[config.mk]
export PLATFORM = sky130hd
export DESIGN_NAME = cbt_ctrl
export DESIGN_NICKNAME = d
export VERILOG_FILES = /design/src/cbt_pkg.sv /design/src/cbt_fifo.sv /design/src/cbt_ctrl.sv
export SDC_FILE = /design/constraint.sdc
export NUM_CORES = 1
export LEC_CHECK = 0
export BUFFER_PORTS_ARGS = -buffer_cell sky130_fd_sc_hd__buf_2
export CAP_MARGIN = 25
export CORE_MARGIN = 1
export CORE_UTILIZATION = 68
export DETAILED_ROUTE_END_ITERATION = 8
export PLACE_DENSITY = 0.91
export SYNTH_ARGS = -nofsm -noshare
export SYNTH_HDL_FRONTEND = slang
export SYNTH_SLANG_ARGS = --single-unit
export TNS_END_PERCENT = 100
[constraint.sdc]
create_clock -name ref_clk_in -period 12.1 [get_ports ref_clk_in]
set_input_delay 0 -clock ref_clk_in [delete_from_list [all_inputs] [get_ports ref_clk_in]]
set_output_delay 0 -clock ref_clk_in [all_outputs]
set_load 0.02 [all_outputs]
[src/cbt_pkg.sv]
package cbt_pkg;
    // ------------------------------------------------------------
    // Clock and timing
    // ------------------------------------------------------------
    localparam int CLK_PERIOD_NS      = 50;
    localparam int RX_ON_MAX_NS       = 500;
    localparam int RX_OFF_HIGH_NS     = 250;
    localparam int RX_REARM_NS        = 500;
    localparam int TX_QUAL_PULSE_NS   = 25;
    localparam int TX_OFF_IDLE_NS     = 150;
    localparam int COL_ONSET_MAX_NS   = 700;
    localparam int COL_HIGH_IDLE_NS   = 170;
    localparam int HB_DELAY_NS        = 1000;
    localparam int HB_BURST_NS        = 1000;
    localparam int JAB_LIMIT_MS       = 30;
    localparam int UNJAB_NS           = 450;
    localparam int DISC_LIMIT_MS      = 800;
    localparam int OSC_HALF_NS        = 50;

    // Least times round up, longest round down, never under one cycle
    localparam int RX_OFF_CYC   = (RX_OFF_HIGH_NS + CLK_PERIOD_NS - 1) / CLK_PERIOD_NS;
    localparam int RX_REARM_CYC = (RX_REARM_NS + CLK_PERIOD_NS - 1) / CLK_PERIOD_NS;
    localparam int TX_QUAL_CYC  = (TX_QUAL_PULSE_NS + CLK_PERIOD_NS - 1) / CLK_PERIOD_NS;
    localparam int TX_OFF_CYC   = (TX_OFF_IDLE_NS + CLK_PERIOD_NS - 1) / CLK_PERIOD_NS;
    localparam int COL_IDLE_CYC = (COL_HIGH_IDLE_NS + CLK_PERIOD_NS - 1) / CLK_PERIOD_NS;
    localparam int HB_DELAY_CYC = HB_DELAY_NS / CLK_PERIOD_NS;
    localparam int HB_BURST_CYC = HB_BURST_NS / CLK_PERIOD_NS;
    localparam int UNJAB_CYC    = (UNJAB_NS + CLK_PERIOD_NS - 1) / CLK_PERIOD_NS;
    localparam int OSC_HALF_CYC = OSC_HALF_NS / CLK_PERIOD_NS;
    localparam int JAB_CYC      = JAB_LIMIT_MS * 1000000 / CLK_PERIOD_NS;
    localparam int DISC_CYC     = DISC_LIMIT_MS * 1000000 / CLK_PERIOD_NS;

    // ------------------------------------------------------------
    // Counter widths
    // ------------------------------------------------------------
    localparam int SHORT_W = 8;
    localparam int LONG_W  = 25;
    localparam int DATA_W  = 1;
    localparam int FIFO_D  = 32;

    // ------------------------------------------------------------
    // Squelch state
    // ------------------------------------------------------------
    typedef enum logic [3:0] {
        SQ_IDLE  = 4'h1,
        SQ_ZERO  = 4'h2,
        SQ_ON    = 4'h4,
        SQ_REARM = 4'h8
    } cbt_sq_t;
endpackage

[src/cbt_fifo.sv]
`timescale 1ns/1ns
module cbt_fifo #(
    parameter int WIDTH = 1,
    parameter int DEPTH = 32
) (
    input  wire logic             ref_clk_in,
    input  wire logic             rst_in,
    input  wire logic             in_valid_in,
    output logic                  in_ready_out,
    input  wire logic [WIDTH-1:0] in_data_in,
    output logic                  out_valid_out,
    input  wire logic             out_ready_in,
    output logic      [WIDTH-1:0] out_data_out
);
    localparam int AW = $clog2(DEPTH);

    typedef struct packed {
        logic [AW-1:0] wr;
        logic [AW-1:0] rd;
        logic [AW:0]   cnt;
    } cbt_fifo_st_t;

    cbt_fifo_st_t          st_ff;
    cbt_fifo_st_t          nxt_st;
    logic [WIDTH-1:0]      mem_ff [DEPTH];
    logic                  push;
    logic                  pop;

    assign in_ready_out  = (st_ff.cnt != DEPTH[AW:0]);
    assign out_valid_out = (st_ff.cnt != '0);
    assign out_data_out  = mem_ff[st_ff.rd];
    assign push          = in_valid_in && in_ready_out;
    assign pop           = out_valid_out && out_ready_in;

    always_comb begin
        nxt_st = st_ff;
        if (push) begin
            nxt_st.wr = (st_ff.wr == AW'(DEPTH - 1)) ? '0 : st_ff.wr + 1'b1;
        end
        if (pop) begin
            nxt_st.rd = (st_ff.rd == AW'(DEPTH - 1)) ? '0 : st_ff.rd + 1'b1;
        end
        nxt_st.cnt = st_ff.cnt + {{AW{1'b0}}, push} - {{AW{1'b0}}, pop};
    end

    always_ff @(posedge ref_clk_in or posedge rst_in) begin
        if (rst_in) begin
            st_ff <= '0;
        end else begin
            st_ff <= nxt_st;
        end
    end

    // Storage carries no reset
    always_ff @(posedge ref_clk_in) begin
        if (push) begin
            mem_ff[st_ff.wr] <= in_data_in;
        end
    end
endmodule // cbt_fifo

[src/cbt_ctrl.sv]
`timescale 1ns/1ns
// Summary of operation
// - Receive output opens after level above squelch and a 01 start, a low then a rising edge on sense.
// - Receive turn-on completes within five bit times at normal levels.
// - Receive shuts off after 250 ns high, rearms only after 0.5 us.
// - Transmit opens only on a 01 start with long enough negative pulses.
// - Transmit closes after 150 ns without negative excursions.
// - Collisions detected in receive mode, local station involved or not.
// - Collision driver enabled while averaged level beyond collision threshold.
// - Collision shown as 10 MHz oscillation within 700 ns of onset.
// - Collision signal starts low and ends with over 170 ns high idle.
// - After each transmission, 1 us heartbeat burst about 1 us later.
// - Heartbeat suppressed when heartbeat permission input is held off.
// - Jabber inhibits transmitter after 30 ms of continuous transmission.
// - While jabbed, collision driven to packet end plus unjab time, then release.
// - Cable disconnected puts station receive and collision outputs in high impedance; carrier output enable is not gated by it.
// - Receive driver idles powered down, wakes on receive signal or collision driver activity; collision driver wakes on collision, heartbeat or jabber.
// - Heartbeat active while permission input is held high.
// - Transmit permission low disables cable transmitter and holds transmit squelch idle.
// - Carrier output sinks low while carrier present, high impedance otherwise.
// - Disconnect recognised only after sense beyond disable level for 800 ms.
module cbt_ctrl
    import cbt_pkg::*;
#(
    parameter int JAB_CYCLES  = cbt_pkg::JAB_CYC,
    parameter int DISC_CYCLES = cbt_pkg::DISC_CYC
) (
    input  wire logic ref_clk_in,
    input  wire logic rst_in,
    input  wire logic coax_sense_in,
    input  wire logic coax_squelch_in,
    input  wire logic coax_collide_in,
    input  wire logic coax_open_in,
    input  wire logic station_tx_in,
    input  wire logic station_tx_neg_in,
    input  wire logic heartbeat_allow,
    input  wire logic coax_tx_permit,
    output logic      station_rx_out,
    output logic      station_rx_oe_out,
    output logic      collision_pair_out,
    output logic      collision_pair_oe_out,
    output logic      coax_drive_out,
    output logic      carrier_present_out,
    output logic      carrier_present_oe_out,
    output logic      jabbed_out,
    output logic      cable_lost_out
);
    import cbt_pkg::*;

    // ------------------------------------------------------------
    // State record
    // ------------------------------------------------------------
    typedef struct packed {
        logic [9:0]         s1;
        logic [9:0]         s2;
        cbt_sq_t            rx_sq;
        logic [SHORT_W-1:0] rx_cnt;
        logic               rx_prev;
        cbt_sq_t            tx_sq;
        logic [SHORT_W-1:0] tx_cnt;
        logic [SHORT_W-1:0] neg_cnt;
        logic               col_act;
        logic [SHORT_W-1:0] col_idle;
        logic [SHORT_W-1:0] osc_cnt;
        logic               osc_ph;
        logic               hb_wait;
        logic               hb_burst;
        logic [SHORT_W-1:0] hb_cnt;
        logic [LONG_W-1:0]  jab_cnt;
        logic               jab;
        logic               jab_tail;
        logic [SHORT_W-1:0] unjab_cnt;
        logic [LONG_W-1:0]  disc_cnt;
        logic               lost;
        logic               rx_d;
        logic               cd_d;
    } cbt_st_t;

    cbt_st_t st_ff;
    cbt_st_t nxt_st;

    // Synchronised pins: bit order sense,squelch,collide,open,tx,neg,hb,permit
    logic [9:0] raw;
    logic       sense;
    logic       sq_lvl;
    logic       col_lvl;
    logic       open_lvl;
    logic       tx_in;
    logic       tx_neg;
    logic       hb_ok;
    logic       tx_ok;
    logic       f_ready;
    logic       f_valid;
    logic       f_data;
    logic       tx_on;
    logic       col_req;
    logic       drivers_up;

    assign raw = {2'b00, coax_tx_permit, heartbeat_allow, station_tx_neg_in,
                  station_tx_in, coax_open_in, coax_collide_in, coax_squelch_in,
                  coax_sense_in};
    assign sense    = st_ff.s2[0];
    assign sq_lvl   = st_ff.s2[1];
    assign col_lvl  = st_ff.s2[2];
    assign open_lvl = st_ff.s2[3];
    assign tx_in    = st_ff.s2[4];
    assign tx_neg   = st_ff.s2[5];
    assign hb_ok    = st_ff.s2[6];
    assign tx_ok    = st_ff.s2[7];
    assign tx_on    = (st_ff.tx_sq == SQ_ON);

    // ------------------------------------------------------------
    // Transmit data path
    // ------------------------------------------------------------
    // Buffer, drained every cycle, delays transmit data one cycle while transmit squelch is on
    cbt_fifo #(
        .WIDTH (DATA_W),
        .DEPTH (FIFO_D)
    ) u_tx_fifo (
        .ref_clk_in    (ref_clk_in),
        .rst_in        (rst_in),
        .in_valid_in   (tx_on),
        .in_ready_out  (f_ready),
        .in_data_in    (tx_in),
        .out_valid_out (f_valid),
        .out_ready_in  (1'b1),
        .out_data_out  (f_data)
    );

    assign coax_drive_out = f_valid && f_data && tx_ok && !jabbed_out && f_ready;

    assign col_req = col_lvl || st_ff.jab || st_ff.jab_tail || st_ff.hb_burst;

    assign drivers_up = st_ff.rx_sq == SQ_ON || st_ff.col_act;

    always_comb begin
        nxt_st = st_ff;
        // Two-stage synchroniser, second stage only is read
        nxt_st.s1      = raw;
        nxt_st.s2      = st_ff.s1;
        nxt_st.rx_prev = sense;

        // --------------------------------------------------------
        // Receive squelch
        // --------------------------------------------------------
        case (st_ff.rx_sq)
            SQ_IDLE: begin
                nxt_st.rx_cnt = '0;
                if (sq_lvl && !sense) begin
                    nxt_st.rx_sq = SQ_ZERO;
                end
            end
            SQ_ZERO: begin
                if (!sq_lvl) begin
                    nxt_st.rx_sq = SQ_IDLE;
                end else if (sense && !st_ff.rx_prev) begin
                    nxt_st.rx_sq  = SQ_ON;
                    nxt_st.rx_cnt = '0;
                end
            end
            SQ_ON: begin
                nxt_st.rx_cnt = sense ? st_ff.rx_cnt + 1'b1 : '0;
                if (sense && st_ff.rx_cnt >= SHORT_W'(RX_OFF_CYC - 1)) begin
                    nxt_st.rx_sq  = SQ_REARM;
                    nxt_st.rx_cnt = '0;
                end
            end
            SQ_REARM: begin
                nxt_st.rx_cnt = st_ff.rx_cnt + 1'b1;
                if (st_ff.rx_cnt >= SHORT_W'(RX_REARM_CYC - 1)) begin
                    nxt_st.rx_sq = SQ_IDLE;
                end
            end
            default: nxt_st.rx_sq = SQ_IDLE;
        endcase

        // --------------------------------------------------------
        // Transmit squelch
        // --------------------------------------------------------
        nxt_st.neg_cnt = tx_neg ? st_ff.neg_cnt + 1'b1 : '0;
        case (st_ff.tx_sq)
            SQ_IDLE: begin
                nxt_st.tx_cnt = '0;
                if (tx_ok && !tx_neg && st_ff.neg_cnt >= SHORT_W'(TX_QUAL_CYC)) begin
                    nxt_st.tx_sq = tx_in ? SQ_ON : SQ_ZERO;
                end
            end
            SQ_ZERO: begin
                if (tx_in) begin
                    nxt_st.tx_sq = SQ_ON;
                end else if (tx_neg) begin
                    nxt_st.tx_sq = SQ_IDLE;
                end
            end
            SQ_ON: begin
                nxt_st.tx_cnt = tx_neg ? '0 : st_ff.tx_cnt + 1'b1;
                if (!tx_neg && st_ff.tx_cnt >= SHORT_W'(TX_OFF_CYC)) begin
                    nxt_st.tx_sq = SQ_IDLE;
                end
            end
            default: nxt_st.tx_sq = SQ_IDLE;
        endcase
        if (!tx_ok) begin
            nxt_st.tx_sq = SQ_IDLE;
        end

        // --------------------------------------------------------
        // Heartbeat
        // --------------------------------------------------------
        // delay then burst
        if (tx_on && nxt_st.tx_sq == SQ_IDLE && hb_ok) begin
            nxt_st.hb_wait = 1'b1;
            nxt_st.hb_cnt  = '0;
        end else if (st_ff.hb_wait) begin
            nxt_st.hb_cnt = st_ff.hb_cnt + 1'b1;
            if (st_ff.hb_cnt >= SHORT_W'(HB_DELAY_CYC - 1)) begin
                nxt_st.hb_wait  = 1'b0;
                nxt_st.hb_burst = 1'b1;
                nxt_st.hb_cnt   = '0;
            end
        end else if (st_ff.hb_burst) begin
            nxt_st.hb_cnt = st_ff.hb_cnt + 1'b1;
            if (st_ff.hb_cnt >= SHORT_W'(HB_BURST_CYC - 1)) begin
                nxt_st.hb_burst = 1'b0;
            end
        end
        if (!hb_ok) begin
            nxt_st.hb_wait  = 1'b0;
            nxt_st.hb_burst = 1'b0;
        end

        // --------------------------------------------------------
        // Jabber
        // --------------------------------------------------------
        // long counters sized
        if (tx_on && !st_ff.jab) begin
            nxt_st.jab_cnt = st_ff.jab_cnt + 1'b1;
            if (st_ff.jab_cnt >= LONG_W'(JAB_CYCLES - 1)) begin
                nxt_st.jab = 1'b1;
            end
        end else if (!tx_on) begin
            nxt_st.jab_cnt = '0;
        end
        if (st_ff.jab && !tx_on) begin
            nxt_st.jab       = 1'b0;
            nxt_st.jab_tail  = 1'b1;
            nxt_st.unjab_cnt = '0;
        end else if (st_ff.jab_tail) begin
            nxt_st.unjab_cnt = st_ff.unjab_cnt + 1'b1;
            if (st_ff.unjab_cnt >= SHORT_W'(UNJAB_CYC - 1)) begin
                nxt_st.jab_tail = 1'b0;
            end
        end

        // --------------------------------------------------------
        // Collision oscillator
        // --------------------------------------------------------
        // comparator enables driver
        if (col_req && !st_ff.lost) begin
            nxt_st.col_idle = '0;
            if (!st_ff.col_act) begin
                nxt_st.col_act = 1'b1;
                nxt_st.osc_ph  = 1'b0;
                nxt_st.osc_cnt = '0;
            end else if (st_ff.osc_cnt >= SHORT_W'(OSC_HALF_CYC - 1)) begin
                nxt_st.osc_ph  = !st_ff.osc_ph;
                nxt_st.osc_cnt = '0;
            end else begin
                nxt_st.osc_cnt = st_ff.osc_cnt + 1'b1;
            end
        end else if (st_ff.col_act) begin
            // high hold, one extra for output register; lost ends at once
            nxt_st.osc_ph   = 1'b1;
            nxt_st.col_idle = st_ff.col_idle + 1'b1;
            if (st_ff.lost || st_ff.col_idle >= SHORT_W'(COL_IDLE_CYC + 1)) begin
                nxt_st.col_act = 1'b0;
            end
        end

        // --------------------------------------------------------
        // Cable disconnect
        // --------------------------------------------------------
        // sustained open only
        if (open_lvl) begin
            if (st_ff.disc_cnt >= LONG_W'(DISC_CYCLES - 1)) begin
                nxt_st.lost = 1'b1;
            end else begin
                nxt_st.disc_cnt = st_ff.disc_cnt + 1'b1;
            end
        end else begin
            nxt_st.disc_cnt = '0;
            nxt_st.lost     = 1'b0;
        end

        nxt_st.rx_d = (st_ff.rx_sq == SQ_ON) && sense;
        nxt_st.cd_d = st_ff.col_act && st_ff.osc_ph;
    end

    always_ff @(posedge ref_clk_in or posedge rst_in) begin
        if (rst_in) begin
            st_ff       <= '0;
            st_ff.rx_sq <= SQ_IDLE;
            st_ff.tx_sq <= SQ_IDLE;
        end else begin
            st_ff <= nxt_st;
        end
    end

    // ------------------------------------------------------------
    // Outputs
    // ------------------------------------------------------------
    assign station_rx_out        = st_ff.rx_d;
    assign station_rx_oe_out     = drivers_up && !st_ff.lost;
    assign collision_pair_out    = st_ff.cd_d;
    assign collision_pair_oe_out = st_ff.col_act && !st_ff.lost;
    assign carrier_present_out   = 1'b0;
    assign carrier_present_oe_out = (st_ff.rx_sq == SQ_ON);
    assign jabbed_out            = st_ff.jab || st_ff.jab_tail;
    assign cable_lost_out        = st_ff.lost;
endmodule // cbt_ctrl

Word level (Yosys, flattened, before mapping)
Memories as Yosys holds them, arrays and structs flattened.
Cells that the tools add are included.
{ "totals": {"mem_count": 1, "register_bits": 156, "out_inout_bits": 9, "mem_bits_rw": 32, "elab_cells": 171} }
{ "mem_list": {"columns": ["memory", "depth", "word_bits", "read_ports", "rd_clocked_by_memory_dff", "write_ports", "line", "source"], "rows": [
  ["u_tx_fifo.mem_ff", 32, 1, 1, 0, 1, "cbt_fifo.sv:25", "logic [WIDTH-1:0] mem_ff [DEPTH];"]
]} }
{ "op_classes": {"mux": 51, "order_cmp": 10, "n_eq_ne": 23, "reduce_logical": 47, "n_addsub": 13} }
{ "op_table": {"columns": ["op", "count"], "rows": [
  ["$mux W25", 3],
  ["$mux W9", 7],
  ["$add A8 B1 Y8 const B", 7],
  ["$add A25 B1 Y25 const B", 2],
  ["$mux W8", 6],
  ["$mux W4", 8],
  ["$pmux W8 S4", 1],
  ["$mux W26", 1],
  ["$ge A25 B20 Y1 const B", 1],
  ["$ge A25 B24 Y1 const B", 1],
  ["$mux W12", 2],
  ["$logic_and A1 B1 Y1", 20],
  ["$ge A8 B1 Y1 const B", 2],
  ["$ge A8 B3 Y1 const B", 2],
  ["$ge A8 B4 Y1 const B", 2],
  ["$pmux W4 S4", 1],
  ["$pmux W8 S2", 1],
  ["$mux W1", 15],
  ["$eq A4 B1 Y1 const B", 3],
  ["$ne A2 B2 Y1 const B", 6],
  ["$pmux W4 S3", 1],
  ["$add A5 B1 Y5 const B", 2],
  ["$eq A5 B5 Y1 const B", 2],
  ["$mux W10", 1],
  ["other kinds (23)", 47]
]} }

Logic depth before layout (Yosys ltp)
{ "logic_depth": {"depth_word": 11, "depth_mapped": 16} }

Modules after synthesis
From an unflattened synthesis, not the netlist that was laid out.
{ "unflattened": {"cells_unflattened": 886, "hier_area_um2": 9147.5} }
{ "by_module_without_submodules": {"columns": ["module", "instances", "area_each_um2", "cells_per_inst"], "rows": [
  ["cbt_ctrl", 1, 6685.2, 684],
  ["cbt_fifo", 1, 2462.4, 202]
]} }

Least setup slack after synthesis
No wires, ideal clock.
{ "synth_timing": {"path_kind": "register to register", "from": "register u_tx_fifo.st_ff[2] (netlist name)", "to": "register u_tx_fifo.st_ff[4] (netlist name)", "path_buffers": 1, "path_slack_ps": 9513, "period_less_slack_ps": 2587, "path_stages_with_launch": 17, "required_ps": 11978, "arrival_ps": 2465, "path_cell_list": "dfrtp_1 -> inv_1 -> ha_1 -> nor3b_1 -> and2_1 -> clkbuf_1 -> inv_1 -> ha_1 -> inv_1 -> ha_1 -> inv_1 -> fa_1 -> inv_1 -> a21oi_1 -> nor2_1 -> nor2_1 -> xnor2_1"} }
{ "synth_lines": {"columns": ["item", "line", "source"], "rows": [
  ["from (decl)", "cbt_fifo.sv:23", "cbt_fifo_st_t st_ff;"],
  ["from (signal assigned)", "cbt_fifo.sv:50", "st_ff <= nxt_st;"]
]} }

==> metrics.txt <==
status completed; Worst path slowest cell a21oi_1; Worst Clk Skew 8.45 ps; placer congestion estimate 0.861; worst-path cell chain or4b_1, a21oi_1, ha_1, inv_1, fa_1, inv_1, a21oi_1, nor2_1, nor2_1, xnor2_1; drt pass-1 iters 7; Synth top area share 40.6%; FF-to-FF End u_tx_fifo.st_ff[4]; fmax 318 MHz; Setup crit start kind register; Clk pwr share between 30% and 40%; Max Transition Viols Final 0; Netlist cell types 65; CTS resizes 0; setup violators final 0; vias in the first global route between 6,000 and 7,000; Slew @ Worst Pin 984 ps; Final Core Density 77.7%; nets@finish 950; Sw Share 27.5%; Hold Vio Cnt, Final 0; global route overflow 0; Vias 6,640; post-synthesis average cell area 10.2 um2; Cell Pwr Density 148 nW/um2; data required time of the critical path around 12,000 ps; Worst Reg-to-Reg Cells 10; MaxCap Viol Count 0; largest net degree at the start of global routing 79; EDFF count, synth 32; Final Cycle Share 26.0%; aggregate global-route resource usage 29.0%; post-synthesis sequential area ratio 51.8%; DRC 0; depth of the CTS H-tree 4; worst vdd ir roughly 0.00013 V; antenna violations before repair 0; sw power just over 0.0004 W; IO Pins 19; Crit. End Element register; hold slack 184 ps; critical path class register to register; number of CTS-inserted buffers 17; hold crit path type primary input to asynchronous set/reset pin; Max-Slew Margin vs Limit 34.4%; Yosys top cell by area dfrtp_1; Area growth syn-to-layout 10.2%; Syn Std Cell Area 9010 um2; CP arrival 3460 ps; I/O Buffers 17; CTS Buffer Depth 2; Yosys Warn Count 0; DP HPWL 11,600 um; clock slew at reported path FFs roughly 70 ps; Clk Latency, worst-skew pair 430 ps; global-route wire length before repair about 30,000 um; top_reg_cell synth dfrtp_1; Synth Register Bits 180; leakage 4.18 nW; crit-path max cell delay around 790 ps; WL final 18,100 um; Ant. Diodes 0; CTS tree done; CTS sink cnt 180; RSZ-0062 raised after global routing no; reg2reg setup slack 8950 ps; Logic pwr share 16.1%; final setup TNS 0 ps; share of cells above drive strength 1 8.51%; die height ~120 um; reg2reg start st_ff[108]; core area between 10,000 and 15,000 um2; Starting Density between 70% and 80%; chip width 117 um; crit-path max FO 13; Syn Inst Count 880; initial DRC count approximately 550; crit path time final 3150 ps; Synth async-reset ratio between 80 and 90%; post-route ant nets 0; cell internal pwr between 0.001 and 0.0015 W; Area contributors post-synth dfrtp_1 (41%), edfxtp_1 (11%), ha_1 (4.9%); total die area approximately 14,000 um2; DR WL/cell 16.6 um; sequential power share between 40% and 50%; FP Rows 41; vias per cell 6.10; CTS root buf clkbuf_16
==> cells in the mapped netlist, types with 3 or more instances <==
cell	count
or2_2	3
xnor2_1	27
and3_1	22
clkbuf_1	21
nor4_1	12
nor3b_1	5
a31oi_1	5
nand2b_1	16
nor3_1	21
or4_1	16
inv_1	41
mux2i_1	13
a22o_1	4
and4_1	4
mux2_2	5
edfxtp_1	32
nand2_1	73
nand4_1	20
nand3b_1	4
buf_2	5
mux4_2	9
xor2_1	22
or3_1	13
a21boi_0	4
and2_1	13
a21oi_1	42
nor4b_1	3
o21ai_0	39
nor2b_1	7
nand3_1	30
nor2_1	112
o31ai_1	14
dfrtp_1	146
o22ai_1	3
ha_1	35
==> worst max path at each step <==
stage / start / to
detailed placement: st_ff[108] / u_tx_fifo.st_ff[4]
floorplan: rst_in / cable_lost_out
global route: st_ff[108] / u_tx_fifo.st_ff[4]
finish: st_ff[108] / u_tx_fifo.st_ff[4]
global placement: st_ff[108] / u_tx_fifo.st_ff[4]
CTS: st_ff[108] / u_tx_fifo.st_ff[4]
==> sequential cells by signal (all words and copies together) (netlist names) <==
name	cells
st_ff	116
collision_pair_out	1
u_tx_fifo.mem_ff	32
col_lvl	1
cable_lost_out	1
open_lvl	1
sq_lvl	1
station_rx_out	1
nxt_st	9
u_tx_fifo.st_ff	16
hb_ok	1
==> worst max-delay path, delay by kind of cell (launching register included) <==
family	cells	cell delay [ps]
fa+ha+maj	2	710
compound gates	2	850
flops	1	450
buf+inv	2	130
xor+xnor	1	120
simple gates	3	770
==> stage by stage <==
stage	area, um2	cells	total power [W]	setup slack, ps
2_1_floorplan	9010	881	0.000884	8120
3_3_place_gp	9230	1046	0.000924	9160
3_5_place_dp	9230	1046	0.000940	9060
4_1_cts	9890	1087	0.00147	9000
5_1_grt	9930	1089	0.00153	8710
6_report	9930	1089	0.00147	8950
==> power groups by stage <==
| stage | Combinational [W] | Sequential, W | Clock [W] |
|---|---|---|---|
| after floorplan | 0.000199 | 0.000685 | 0 |
| after global placement | 0.000212 | 0.000711 | 0 |
| after detailed placement | 0.000226 | 0.000714 | 0 |
| after CTS | 0.000234 | 0.000704 | 0.000537 |
| after global routing | 0.000264 | 0.000711 | 0.000560 |
| final | 0.000236 | 0.000704 | 0.000529 |
==> what timing repair did <==
action,in CTS,in global routing
hold buffers,9,0
buffers inserted,0,0
hold endpoints to repair,76,0
==> routing by layer <==
layer	global-route usage (%)	up-vias	part of all wire, %
met5	0	-	0
met4	10.0	0	1.4
met3	5.51	24	3.8
met2	48.4	167	50
met1	38.4	3272	44
li1	-	3177	-
==> kinds of logic (layout without fill, tap and decap cells) <==
kind of cell | after synthesis | count (layout) | share of synthesized area, %
AO/OA/AOI/OAI | 136 | 136 | 9.39
XOR/XNOR | 49 | 49 | 4.76
adder cells (fa/ha/maj) | 36 | 36 | 5.08
buffers and inverters | 69 | 105 | 3.07
flip-flops | 180 | 180 | 51.8
multiplexers | 27 | 27 | 4.32
other | 1 | 2 | 0.0416
AND/OR/NAND/NOR | 382 | 382 | 21.5
==> final cells by class <==
class | instances | area, um2
Clock inverter | 10 | 70.1
Multi-Input combinational cell | 632 | 4070
Tap cell | 172 | 215
Fill cell | 783 | 2850
Timing Repair Buffer | 32 | 238
Sequential cell | 180 | 4670
Clock buffer | 22 | 508
Inverter | 41 | 159
==> placed cells by master, fill, tap and decap left out, types with 4 or more instances in the layout <==
cell type / count
nand2b_1: 16
xnor2_1: 27
mux4_2: 9
buf_2: 17
and4_1: 4
clkbuf_16: 20
nor3_1: 21
buf_4: 4
inv_1: 40
nand3_1: 30
or4_1: 16
a21oi_1: 42
nand2_1: 73
a22o_1: 4
o31ai_1: 14
a31oi_1: 5
nor2b_1: 7
clkinv_2: 4
nand4_1: 20
nor4_1: 12
and2_1: 13
ha_1: 35
mux2i_1: 13
dlygate4sd3_1: 9
mux2_2: 5
dfrtp_1: 146
edfxtp_1: 32
xor2_1: 22
and3_1: 22
o21ai_0: 39
nand3b_1: 4
or3_1: 13
nor2_1: 112
nor3b_1: 5
a21boi_0: 4
(Power assumes the default switching activity.)
